[config.mk]
export PLATFORM = sky130hd
export DESIGN_NAME = iww_top
export DESIGN_NICKNAME = d
export VERILOG_FILES = /design/src/design/iww_pkg.sv /design/src/design/iww_top.sv
export SDC_FILE = /design/constraint.sdc
export NUM_CORES = 1
export LEC_CHECK = 0
export ABC_AREA = 1
export BUFFER_PORTS_ARGS = -buffer_cell sky130_fd_sc_hd__clkbuf_2
export CAP_MARGIN = 20
export CORE_MARGIN = 2
export CORE_UTILIZATION = 33
export CTS_BUF_LIST = sky130_fd_sc_hd__clkbuf_8
export CTS_CLUSTER_DIAMETER = 30
export DETAILED_ROUTE_END_ITERATION = 7
export HOLD_SLACK_MARGIN = 0.05
export PLACE_DENSITY = 0.57
export RECOVER_POWER = 25
export SLEW_MARGIN = 40
export SYNTH_ARGS = -nofsm -noshare
export SYNTH_HDL_FRONTEND = slang
export SYNTH_SLANG_ARGS = --single-unit
[constraint.sdc]
create_clock -name i_clk -period 4.7 [get_ports i_clk]
set_input_delay 0.94 -clock i_clk [delete_from_list [all_inputs] [get_ports i_clk]]
set_output_delay 0.94 -clock i_clk [all_outputs]
set_load 0.02 [all_outputs]
[src/design/iww_pkg.sv]
// constants and carriers for the window watchdog
// assumes one system clock; oscillator arrives as a plain input
package iww_pkg;
	// ----------------------------------------
	// register byte offsets
	// ----------------------------------------
	localparam logic [7:0] OFS_KEY = 8'h00;
	localparam logic [7:0] OFS_CFG = 8'h04;
	localparam logic [7:0] OFS_RLD = 8'h08;
	localparam logic [7:0] OFS_STAT = 8'h0C;
	localparam logic [7:0] OFS_WIN = 8'h10;
	localparam logic [7:0] OFS_CNT = 8'h24;
	// ----------------------------------------
	// key codes
	// ----------------------------------------
	localparam logic [15:0] KEY_START = 16'hCCCC;
	localparam logic [15:0] KEY_REFRESH = 16'hAAAA;
	localparam logic [15:0] KEY_UNLOCK = 16'h5555;
	localparam logic [15:0] KEY_STOP1 = 16'h5A5A;
	localparam logic [15:0] KEY_STOP2 = 16'hA5A5;
	// ----------------------------------------
	// counter and reset values
	// ----------------------------------------
	localparam int CNT_W = 12;
	localparam logic [11:0] CNT_START = 12'hFFF;
	localparam logic [11:0] RLD_RST = 12'hFFF;
	localparam logic [11:0] WIN_RST = 12'h0FFF;
	localparam logic [9:0] DIV_BASE = 10'h004;
	// ----------------------------------------
	// status bit positions
	// ----------------------------------------
	localparam int ST_RELOAD = 5;
	localparam int ST_RUN = 4;
	localparam int ST_OV = 3;
	localparam int ST_WINF = 2;
	localparam int ST_RLDF = 1;
	localparam int ST_CFGF = 0;
	localparam int CFG_W = 6;
	// ----------------------------------------
	// carriers
	// ----------------------------------------
	typedef struct packed {
		logic sleep_hold;
		logic irq_enable;
		logic resp_sel;
		logic [2:0] divider_select;
	} iww_cfg_t;
	localparam iww_cfg_t CFG_RST = 6'h00;
	typedef struct packed {
		logic [7:0] addr;
		logic [31:0] wdata;
		logic wr;
		logic rd;
	} iww_bus_t;
endpackage

[src/design/iww_top.sv]
// window watchdog: key port, protected config, 12-bit down counter
// assumes i_osc is the slow oscillator, asynchronous to i_clk
`timescale 1ns/1ns
// What this block does
// twelve-bit reloadable down counter on prescaled oscillator
// prescaler divides oscillator by four to 512
// start key begins counting down from FFF
// refresh key loads reload value into counter
// a tick at zero flags overflow and reloads
// response select picks reset, interrupt or nothing
// sleep hold pauses counting in deep sleep
// window mode when limit below reload value
// changing window limit reloads the counter
// early refresh in window mode resets system
// software refreshes inside window before zero
// unlock key opens config; other keys lock
// protected registers locked after reset
// stop key pair in order stops counter
// start, refresh and stop keys relock
// status shows running and overflow flags
// pending flags while register writes apply
// reload flag high while reload applies
// period is divider times reload plus one
// protected writes accepted only once started
// overflow flag sticky until written zero
// writes cross to oscillator edge, flags held
module iww_top (
	// clock and reset
	input wire logic i_clk,
	input wire logic i_rst,
	// oscillator and power state
	input wire logic i_osc,
	input wire logic i_deep_sleep,
	// register port
	input wire iww_pkg::iww_bus_t i_bus,
	output logic [31:0] o_rdata,
	// system responses
	output logic o_sys_rst,
	output logic o_irq
);
	// ----------------------------------------
	// state
	// ----------------------------------------
	typedef struct packed {
		logic osc_meta;
		logic osc_sync;
		logic osc_prev;
		logic [8:0] pres;
		logic [11:0] cnt;
		logic run;
		logic ov;
		iww_pkg::iww_cfg_t cfg_sw;
		iww_pkg::iww_cfg_t cfg_act;
		logic [11:0] arr_sw;
		logic [11:0] arr_act;
		logic [11:0] win_sw;
		logic [11:0] win_act;
		logic unlocked;
		logic stop_armed;
		logic pend_cfg;
		logic pend_arr;
		logic pend_win;
		logic pend_reload;
		logic pend_start;
		logic pend_stop;
		logic [31:0] rdata;
		logic sys_rst;
		logic irq;
	} iww_state_t;

	iww_state_t s_q;
	iww_state_t s_d;
	logic osc_edge;
	logic hold;
	logic early;
	logic tick;
	logic load;
	logic wr_ok;
	logic ov_set;
	logic ov_clr;
	logic [8:0] div_last;
	logic [15:0] key;

	assign key = i_bus.wdata[15:0];

	// ----------------------------------------
	// next state
	// ----------------------------------------
	always_comb begin
		s_d = s_q;
		tick = 1'b0;
		load = 1'b0;
		ov_set = 1'b0;
		ov_clr = 1'b0;
		// oscillator crosses in through two flops
		s_d.osc_meta = i_osc;
		s_d.osc_sync = s_q.osc_meta;
		s_d.osc_prev = s_q.osc_sync;
		osc_edge = s_q.osc_sync & ~s_q.osc_prev;
		// divider is 4 << code, last prescaler count
		div_last = 9'((iww_pkg::DIV_BASE <<
			s_q.cfg_act.divider_select) - 10'h001);
		hold = s_q.cfg_act.sleep_hold & i_deep_sleep;
		// window mode only while limit sits below reload
		early = (s_q.win_act < s_q.arr_act) &&
			(s_q.cnt > s_q.win_act);
		wr_ok = s_q.unlocked & s_q.run;
		s_d.sys_rst = 1'b0;
		s_d.rdata = 32'h0000_0000;
		// ----------------------------------------
		// oscillator-edge work
		// ----------------------------------------
		if (osc_edge) begin
			// pending writes take effect here
			if (s_q.pend_cfg) begin
				s_d.cfg_act = s_q.cfg_sw;
				s_d.pres = 9'h000;
				s_d.pend_cfg = 1'b0;
			end
			if (s_q.pend_arr) begin
				s_d.arr_act = s_q.arr_sw;
				s_d.pend_arr = 1'b0;
			end
			if (s_q.pend_win) begin
				s_d.win_act = s_q.win_sw;
				s_d.pend_win = 1'b0;
				if (s_q.win_sw != s_q.win_act) begin
					load = s_q.run;
				end
			end
			if (s_q.pend_reload) begin
				s_d.pend_reload = 1'b0;
				if (s_q.run && early) begin
					s_d.sys_rst = 1'b1;
				end else begin
					load = s_q.run;
				end
			end
			if (s_q.pend_stop) begin
				s_d.run = 1'b0;
				s_d.pend_stop = 1'b0;
			end
			if (s_q.pend_start) begin
				s_d.run = 1'b1;
				s_d.cnt = iww_pkg::CNT_START;
				s_d.pres = 9'h000;
				s_d.pend_start = 1'b0;
			end else if (load) begin
				s_d.cnt = s_d.arr_act;
				s_d.pres = 9'h000;
			end else if (s_q.run && !hold && !s_q.pend_stop &&
				!s_q.pend_cfg) begin
				if (s_q.pres >= div_last) begin
					s_d.pres = 9'h000;
					tick = 1'b1;
				end else begin
					s_d.pres = s_q.pres + 9'h001;
				end
			end
			// a tick at zero reloads and flags overflow
			if (tick) begin
				if (s_q.cnt == 12'h000) begin
					s_d.cnt = s_q.arr_act;
					ov_set = 1'b1;
					s_d.sys_rst = ~s_q.cfg_act.resp_sel;
				end else begin
					s_d.cnt = s_q.cnt - 12'h001;
				end
			end
		end
		// ----------------------------------------
		// register writes; sets follow clears
		// ----------------------------------------
		if (i_bus.wr) begin
			unique case (i_bus.addr)
				iww_pkg::OFS_KEY: begin
					// every key but unlock closes the registers
					s_d.unlocked = (key == iww_pkg::KEY_UNLOCK);
					s_d.stop_armed = (key == iww_pkg::KEY_STOP1);
					if (key == iww_pkg::KEY_START) begin
						s_d.pend_start = 1'b1;
					end
					if (key == iww_pkg::KEY_REFRESH) begin
						s_d.pend_reload = 1'b1;
					end
					if (key == iww_pkg::KEY_STOP2 && s_q.stop_armed) begin
						s_d.pend_stop = 1'b1;
					end
				end
				iww_pkg::OFS_CFG: begin
					// a write while still pending is dropped
					if (wr_ok && !s_q.pend_cfg) begin
						s_d.cfg_sw = i_bus.wdata[5:0];
						s_d.pend_cfg = 1'b1;
					end
				end
				iww_pkg::OFS_RLD: begin
					if (wr_ok && !s_q.pend_arr) begin
						s_d.arr_sw = i_bus.wdata[11:0];
						s_d.pend_arr = 1'b1;
					end
				end
				iww_pkg::OFS_WIN: begin
					if (wr_ok && !s_q.pend_win) begin
						s_d.win_sw = i_bus.wdata[11:0];
						s_d.pend_win = 1'b1;
					end
				end
				iww_pkg::OFS_STAT: begin
					ov_clr = ~i_bus.wdata[iww_pkg::ST_OV];
				end
				default: begin
				end
			endcase
		end
		// overflow set wins over a same-cycle clear
		s_d.ov = ov_set | (s_q.ov & ~ov_clr);
		s_d.irq = s_d.ov & s_q.cfg_act.resp_sel &
			s_q.cfg_act.irq_enable;
		// ----------------------------------------
		// register reads
		// ----------------------------------------
		if (i_bus.rd) begin
			unique case (i_bus.addr)
				iww_pkg::OFS_CFG: begin
					s_d.rdata = {26'h000_0000, s_q.cfg_sw};
				end
				iww_pkg::OFS_RLD: begin
					s_d.rdata = {20'h0_0000, s_q.arr_sw};
				end
				iww_pkg::OFS_WIN: begin
					s_d.rdata = {20'h0_0000, s_q.win_sw};
				end
				iww_pkg::OFS_CNT: begin
					s_d.rdata = {20'h0_0000, s_q.cnt};
				end
				iww_pkg::OFS_STAT: begin
					s_d.rdata = {26'h000_0000, s_q.pend_reload,
						s_q.run, s_q.ov, s_q.pend_win,
						s_q.pend_arr, s_q.pend_cfg};
				end
				default: begin
					s_d.rdata = 32'h0000_0000;
				end
			endcase
		end
	end

	// ----------------------------------------
	// state register
	// ----------------------------------------
	always_ff @(posedge i_clk or posedge i_rst) begin
		if (i_rst) begin
			s_q <= '0;
			s_q.cnt <= iww_pkg::CNT_START;
			s_q.cfg_sw <= iww_pkg::CFG_RST;
			s_q.cfg_act <= iww_pkg::CFG_RST;
			s_q.arr_sw <= iww_pkg::RLD_RST;
			s_q.arr_act <= iww_pkg::RLD_RST;
			s_q.win_sw <= iww_pkg::WIN_RST;
			s_q.win_act <= iww_pkg::WIN_RST;
			s_q.unlocked <= 1'b0;
		end else begin
			s_q <= s_d;
		end
	end

	assign o_rdata = s_q.rdata;
	assign o_sys_rst = s_q.sys_rst;
	assign o_irq = s_q.irq;
endmodule // iww_top

=== Yosys cells after proc, flatten, opt, wreduce, memory -nomap -nowiden ===
Cells that the tools add are included.

* $add $sub $neg: 3
* $lt $le $gt $ge: 3
* Eq/ne operators: 11
* Shift operators: 1
* Muxes and demuxes: 45
* Bitwise logic cells: 11
* Reduce and logical (&&, ||, !) cells: 28

{| class="wikitable"
|+ Operators with widths
! operator !! count
|-
| 12-bit two-way mux || 5
|-
| 12-bit case mux with 5 select lines || 1
|-
| 16-bit == test (second input constant) || 3
|-
| 9-bit two-way mux || 4
|-
| 16-bit by 15-bit == test with 1-bit output (second input constant) || 2
|-
| 1-bit two-way mux || 31
|-
| 21-bit two-way mux || 1
|-
| 8-bit by 4-bit == test with 1-bit output (second input constant) || 2
|-
| 12-bit > comparator || 1
|-
| 12-bit zero test || 1
|-
| 12-bit less-than comparator || 1
|-
| 6-bit two-way mux || 2
|-
| 12-bit != test || 1
|-
| 2-bit AND reduction || 6
|-
| 12-bit by 1-bit subtractor with 12-bit output (second input constant) || 1
|-
| 9-bit by 1-bit adder with 9-bit output (second input constant) || 1
|-
| 9-bit >= comparator || 1
|-
| 1-bit logical AND || 9
|-
| 3-bit AND reduction || 3
|-
| 3-bit by 3-bit << shifter with 9-bit output (first input constant) || 1
|-
| 9-bit by 1-bit subtractor with 9-bit output (second input constant) || 1
|-
| 8-bit by 3-bit == test with 1-bit output (second input constant) || 1
|-
| 8-bit by 5-bit == test with 1-bit output (second input constant) || 1
|-
| 8-bit by 6-bit == test with 1-bit output (second input constant) || 1
|-
| 9 further kinds || 21
|}

* Flip-flop bits (word level): 128
* Input port bits: 46
* Output and inout bits: 34
* Logic and storage cells: 132

=== Longest topological paths before layout ===
* Depth after elaboration: 14
* Gate-level depth with buffers: 24
* Gate-level depth less buffers: 23

=== Worst setup path after synthesis ===
Ideal clock, no wire load.

* Path kind: flip-flop to flip-flop
* From: register s_q[90] in the netlist's numbering
* To: register s_q[104] in the netlist's numbering
* Library setup time: 75 ps
* Data arrival time: 2581 ps
* Required time: 4625 ps
* Setup slack: 2044 ps
* Stages on the path, launching flop included: 22
* Path buffers: 1
* Clock period less this slack: 2656 ps
* Path through: dfrtp_1 -> nor2_1 -> inv_1 -> nor2_1 -> inv_1 -> ha_1 -> inv_1 -> a21oi_1 -> inv_1 -> nor2_1 -> a31oi_1 -> ha_1 -> a21oi_1 -> o21a_1 -> nand3_1 -> nor2_1 -> nor2_2 -> o21ai_2 -> inv_2 -> buf_6 -> nand2_1 -> nand2_1

* Word-level cells in the longest chain between the ends: 10
* Elaborated cells on any way between the ends: 11
* Classes of those cells: add/sub (1); order compare (1); shift (1); mux (6); reduce/logical (2)

{| class="wikitable"
|+ RTL lines
! element !! line !! source
|-
| start: declaration || iww_top.sv:71 || <nowiki>iww_state_t s_q;</nowiki>
|-
| 3-bit by 3-bit << shifter with 9-bit output (*) || iww_top.sv:101 || <nowiki>div_last = 9'((iww_pkg::DIV_BASE <<</nowiki>
|-
| 9-bit by 1-bit subtractor with 9-bit output (*) || iww_top.sv:102 || <nowiki>s_q.cfg_act.divider_select) - 10'h001);</nowiki>
|-
| 9-bit >= comparator (*) || iww_top.sv:153 || <nowiki>if (s_q.pres >= div_last) begin</nowiki>
|-
| 1-bit two-way mux (*) || iww_top.sv:153 ||
|-
| 1-bit two-way mux (*) || iww_top.sv:151 || <nowiki>end else if (s_q.run && !hold && !s_q.pend_stop &&</nowiki>
|-
| 1-bit two-way mux (*) || iww_top.sv:148 || <nowiki>end else if (load) begin</nowiki>
|-
| 1-bit two-way mux (*) || iww_top.sv:143 || <nowiki>if (s_q.pend_start) begin</nowiki>
|-
| 1-bit two-way mux (*) || iww_top.sv:113 || <nowiki>if (osc_edge) begin</nowiki>
|-
| 3-bit nonzero test (no source line) || n/a ||
|-
| 2-bit AND reduction (no source line) || n/a ||
|}

Mark *: on every way between the ends. The rest lies on a longest branch, timed or not. The select of a mux whose other input is x is not followed.
A chain may end at the register's enable or synchronous reset.

=== Worst setup path after layout ===
* From: register s_q[90] in the netlist's numbering
* To: register s_q[114] in the netlist's numbering

Same word-level chain as after synthesis.

==> reports/qor.csv <==
metric;value;unit
status;finished, violations left;
violations;max-capacitance violations, max-slew violations;
synth.distinct_cells;45;
coreArea;20300;sq um
period_needed;3.38;ns
portBuffers;43;
antenna_found_initial;0;
netSwitchingFraction;35.2;%
pwr_density_cell;288;nW/um^2
crit_type;flip-flop to flip-flop;
async_flop_share;100;%
routed_via_density;4.65;
critPathArrivalTime;3.71;ns
hold_class;flip-flop to flip-flop;
wl;17.2;mm
crit_fanout;13;
synth-seq-cells;108;
layout-drive-gt1-share;18.6;%
reg2reg_slack;1.32;ns
grt_first_pass_wirelength;27.6;mm
netlist_top_cells_count;nand2_1, inv_1, o21ai_0;
comb_power_share;21.3;%
p_leak;3.47;nW
synth_top_flop_cell;dfstp_2;
start_util;33.7;%
final_antenna_net_count;0;
clock_power_share;27.7;%
grt_usage;16.2;%
peakVddDrop;0.000131;V
p_int;1.37;mW
gp_congestion;0.875;
hold_path.startpoint;s_d[126]$_DFF_PP0_;
slew_headroom;-29.0;%
area_delta_synth_final;7.10;%
r2r-end;s_q[114]$_DFFE_PP1P_;
timing.fmax;296;MHz
period_share;71.9;%
worst_clock_skew;0.0210;ns
clock-root-buffer;clkbuf_8;
overflow;0;
min_to;s_d[125]$_DFF_PP0_;
cp-start-kind;flip-flop;
drtPass1Iterations;5;
slew_violations;82;
nNetsFinal;1007;
yosysMostFrequentCell;nand2_1;
post-dp-hpwl;13.5;mm
ios;80;
tns;0;ns
holdWs;0.368;ns
synth_edf_count;0;
critPathCaptureType;flip-flop;
holdPathStages;0;
clkLatencyLatePin;0.41;ns
netlist.area_leader.share;23.1;%
vias;5595;
slowest_stage;o21ai_2;
rr_worst_depth;20;
critPathRequiredTime;5.03;ns
p_total;2.11;mW
clockBufferDepth;2;
path_clk_slew;0.12;ns
cts_setup_buffers;0;
cts_buffers;9;
power_frac_seq;51.0;%
cpPeakStageDelay;0.48;ns
rsz0062_at_grt;false;
post_drt_wl_per_cell;14.3;microns
drc;0;
r2r_start;s_q[90]$_DFFE_PP0P_;
htree_num_levels;3;
synth_seq_area_share;40.6;%
die_w;148;microns
ctsResizeCount;0;
postSynthAreaPerCell;7.56;sq um
cts_tree;yes;
switchingPower;0.742;mW
ys_top_cells_by_area;dfstp_2, dfrtp_1, nand2_1, inv_1, ha_1;
placementRows;52;
synth_area_leader_cell;dfstp_2;
yosysWarnings;0;
drv_cap;2;
synthCells;904;
diodes;0;
die_y;148;microns
setup_viol;0;
synth_area;6840;sq um
grt_max_degree;45;
hold_viol;0;
die-area;21900;sq um
grt_pass1_vias;5067;
final_area;7320;sq um
worst_slack;1.32;ns
clock_sinks;108;
post-place-ws;1.32;ns
crit_chain;nor2_1 -> inv_1 -> nor2_1 -> inv_1 -> ha_1 -> inv_1 -> a21oi_1 -> inv_1 -> nor2_1 -> a31oi_1 -> ha_1 -> a21oi_1 -> o21a_1 -> nand3_1 -> nor2_1 -> nor2_2 -> o21ai_2 -> inv_2 -> nand2_1 -> nand2_1;
drtIter0Drc;437;
worst_slew_pin_slew;1.92;ns
postCtsHoldBufs;0;
placed_area;7130;sq um
-- registers in the layout (all words and copies together), names as in the netlist --
| name | flops |
|---|---|
| s_d | 2 |
| o_rdata | 12 |
| o_sys_rst | 1 |
| s_q | 92 |
| o_irq | 1 |
-- worst max-delay path, delay by kind of cell, from the launching register on --
family,cells,cell delay (ns)
AOI/OAI and AO/OA,5,0.96
and+or+nand+nor,8,0.85
buffers and inverters,5,0.54
adders and majority gates,2,0.48
DFF,1,0.45
-- metal layers --
layer | up-vias | track usage (%) | wire (microns)
li1 | 2887 | - | -
met2 | 160 | 23.7 | 7140
met3 | 19 | 2.69 | 865
met5 | - | 0 | 0
met4 | 0 | 4.57 | 294
met1 | 2529 | 24.7 | 8940
-- worst max path at each step --
stage | slack (ns) | startpoint | to
CTS | 1.29 | s_q[90]$_DFFE_PP0P_ | s_q[109]$_DFFE_PP1P_
finish | 1.32 | s_q[90]$_DFFE_PP0P_ | s_q[114]$_DFFE_PP1P_
floorplan | 1.01 | i_rst | o_irq$_DFF_PP0_
global placement | 1.37 | s_q[90]$_DFFE_PP0P_ | s_q[112]$_DFFE_PP1P_
detailed placement | 1.32 | s_q[90]$_DFFE_PP0P_ | s_q[109]$_DFFE_PP1P_
global route | 0.88 | s_q[90]$_DFFE_PP0P_ | s_q[115]$_DFFE_PP1P_
-- layout make-up --
type / count / area, sq um
clock inverter: 7 / 75.1
multi-input combinational: 640 / 3320
timing repair buffer: 46 / 230
fill: 2175 / 13000
inverter: 122 / 459
sequential: 108 / 2780
tap: 270 / 338
clock buffer: 9 / 124
-- kinds of logic (layout without fill, tap and decap cells) --
logic type / after synthesis / in the layout / share of synthesized area [%]
adder cells (fa/ha/maj): 34 / 34 / 6.22
AO/OA/AOI/OAI: 143 / 143 / 12.1
XOR/XNOR: 17 / 17 / 2.18
other: 1 / 20 / 0.0548
AND/OR/NAND/NOR: 424 / 424 / 26.6
multiplexers: 2 / 2 / 0.329
buffers and inverters: 175 / 184 / 11.9
flip-flops: 108 / 108 / 40.6
-- per-stage QoR --
step / std cells / utilization [%]
2_1_floorplan: 923 / -
3_3_place_gp: 1186 / 35.1
3_5_place_dp: 1186 / 35.1
4_1_cts: 1202 / 36.1
5_1_grt: 1202 / 36.1
6_report: 1202 / 36.1
-- placed cells by master (no fill, tap or decap), types with 9 or more instances in the layout --
| cell type | synthesis | final |
|---|---|---|
| ha_1 | 34 | 34 |
| clkbuf_2 | 0 | 43 |
| o22ai_1 | 10 | 10 |
| inv_1 | 114 | 113 |
| nand2_1 | 291 | 290 |
| nor2_1 | 44 | 44 |
| nor3_1 | 9 | 9 |
| o21ai_2 | 13 | 13 |
| or2_2 | 12 | 12 |
| dfstp_2 | 60 | 60 |
| conb_1 | 1 | 20 |
| xor2_1 | 12 | 12 |
| nand4_1 | 12 | 12 |
| o21ai_0 | 72 | 72 |
| dfrtp_1 | 48 | 48 |
| nand3_1 | 23 | 23 |
| a21oi_1 | 19 | 19 |
| clkbuf_8 | 0 | 9 |
| nand3b_1 | 10 | 10 |
-- power groups by stage --
stage | Clock (mW) | Combinational (mW) | Sequential, mW
floorplan | 0 | 0.360 | 1.06
global placement | 0 | 0.444 | 1.09
detailed placement | 0 | 0.452 | 1.09
CTS | 0.604 | 0.453 | 1.07
global route | 0.645 | 0.516 | 1.08
finish | 0.583 | 0.449 | 1.08
Power figures use the tool's default switching activity.
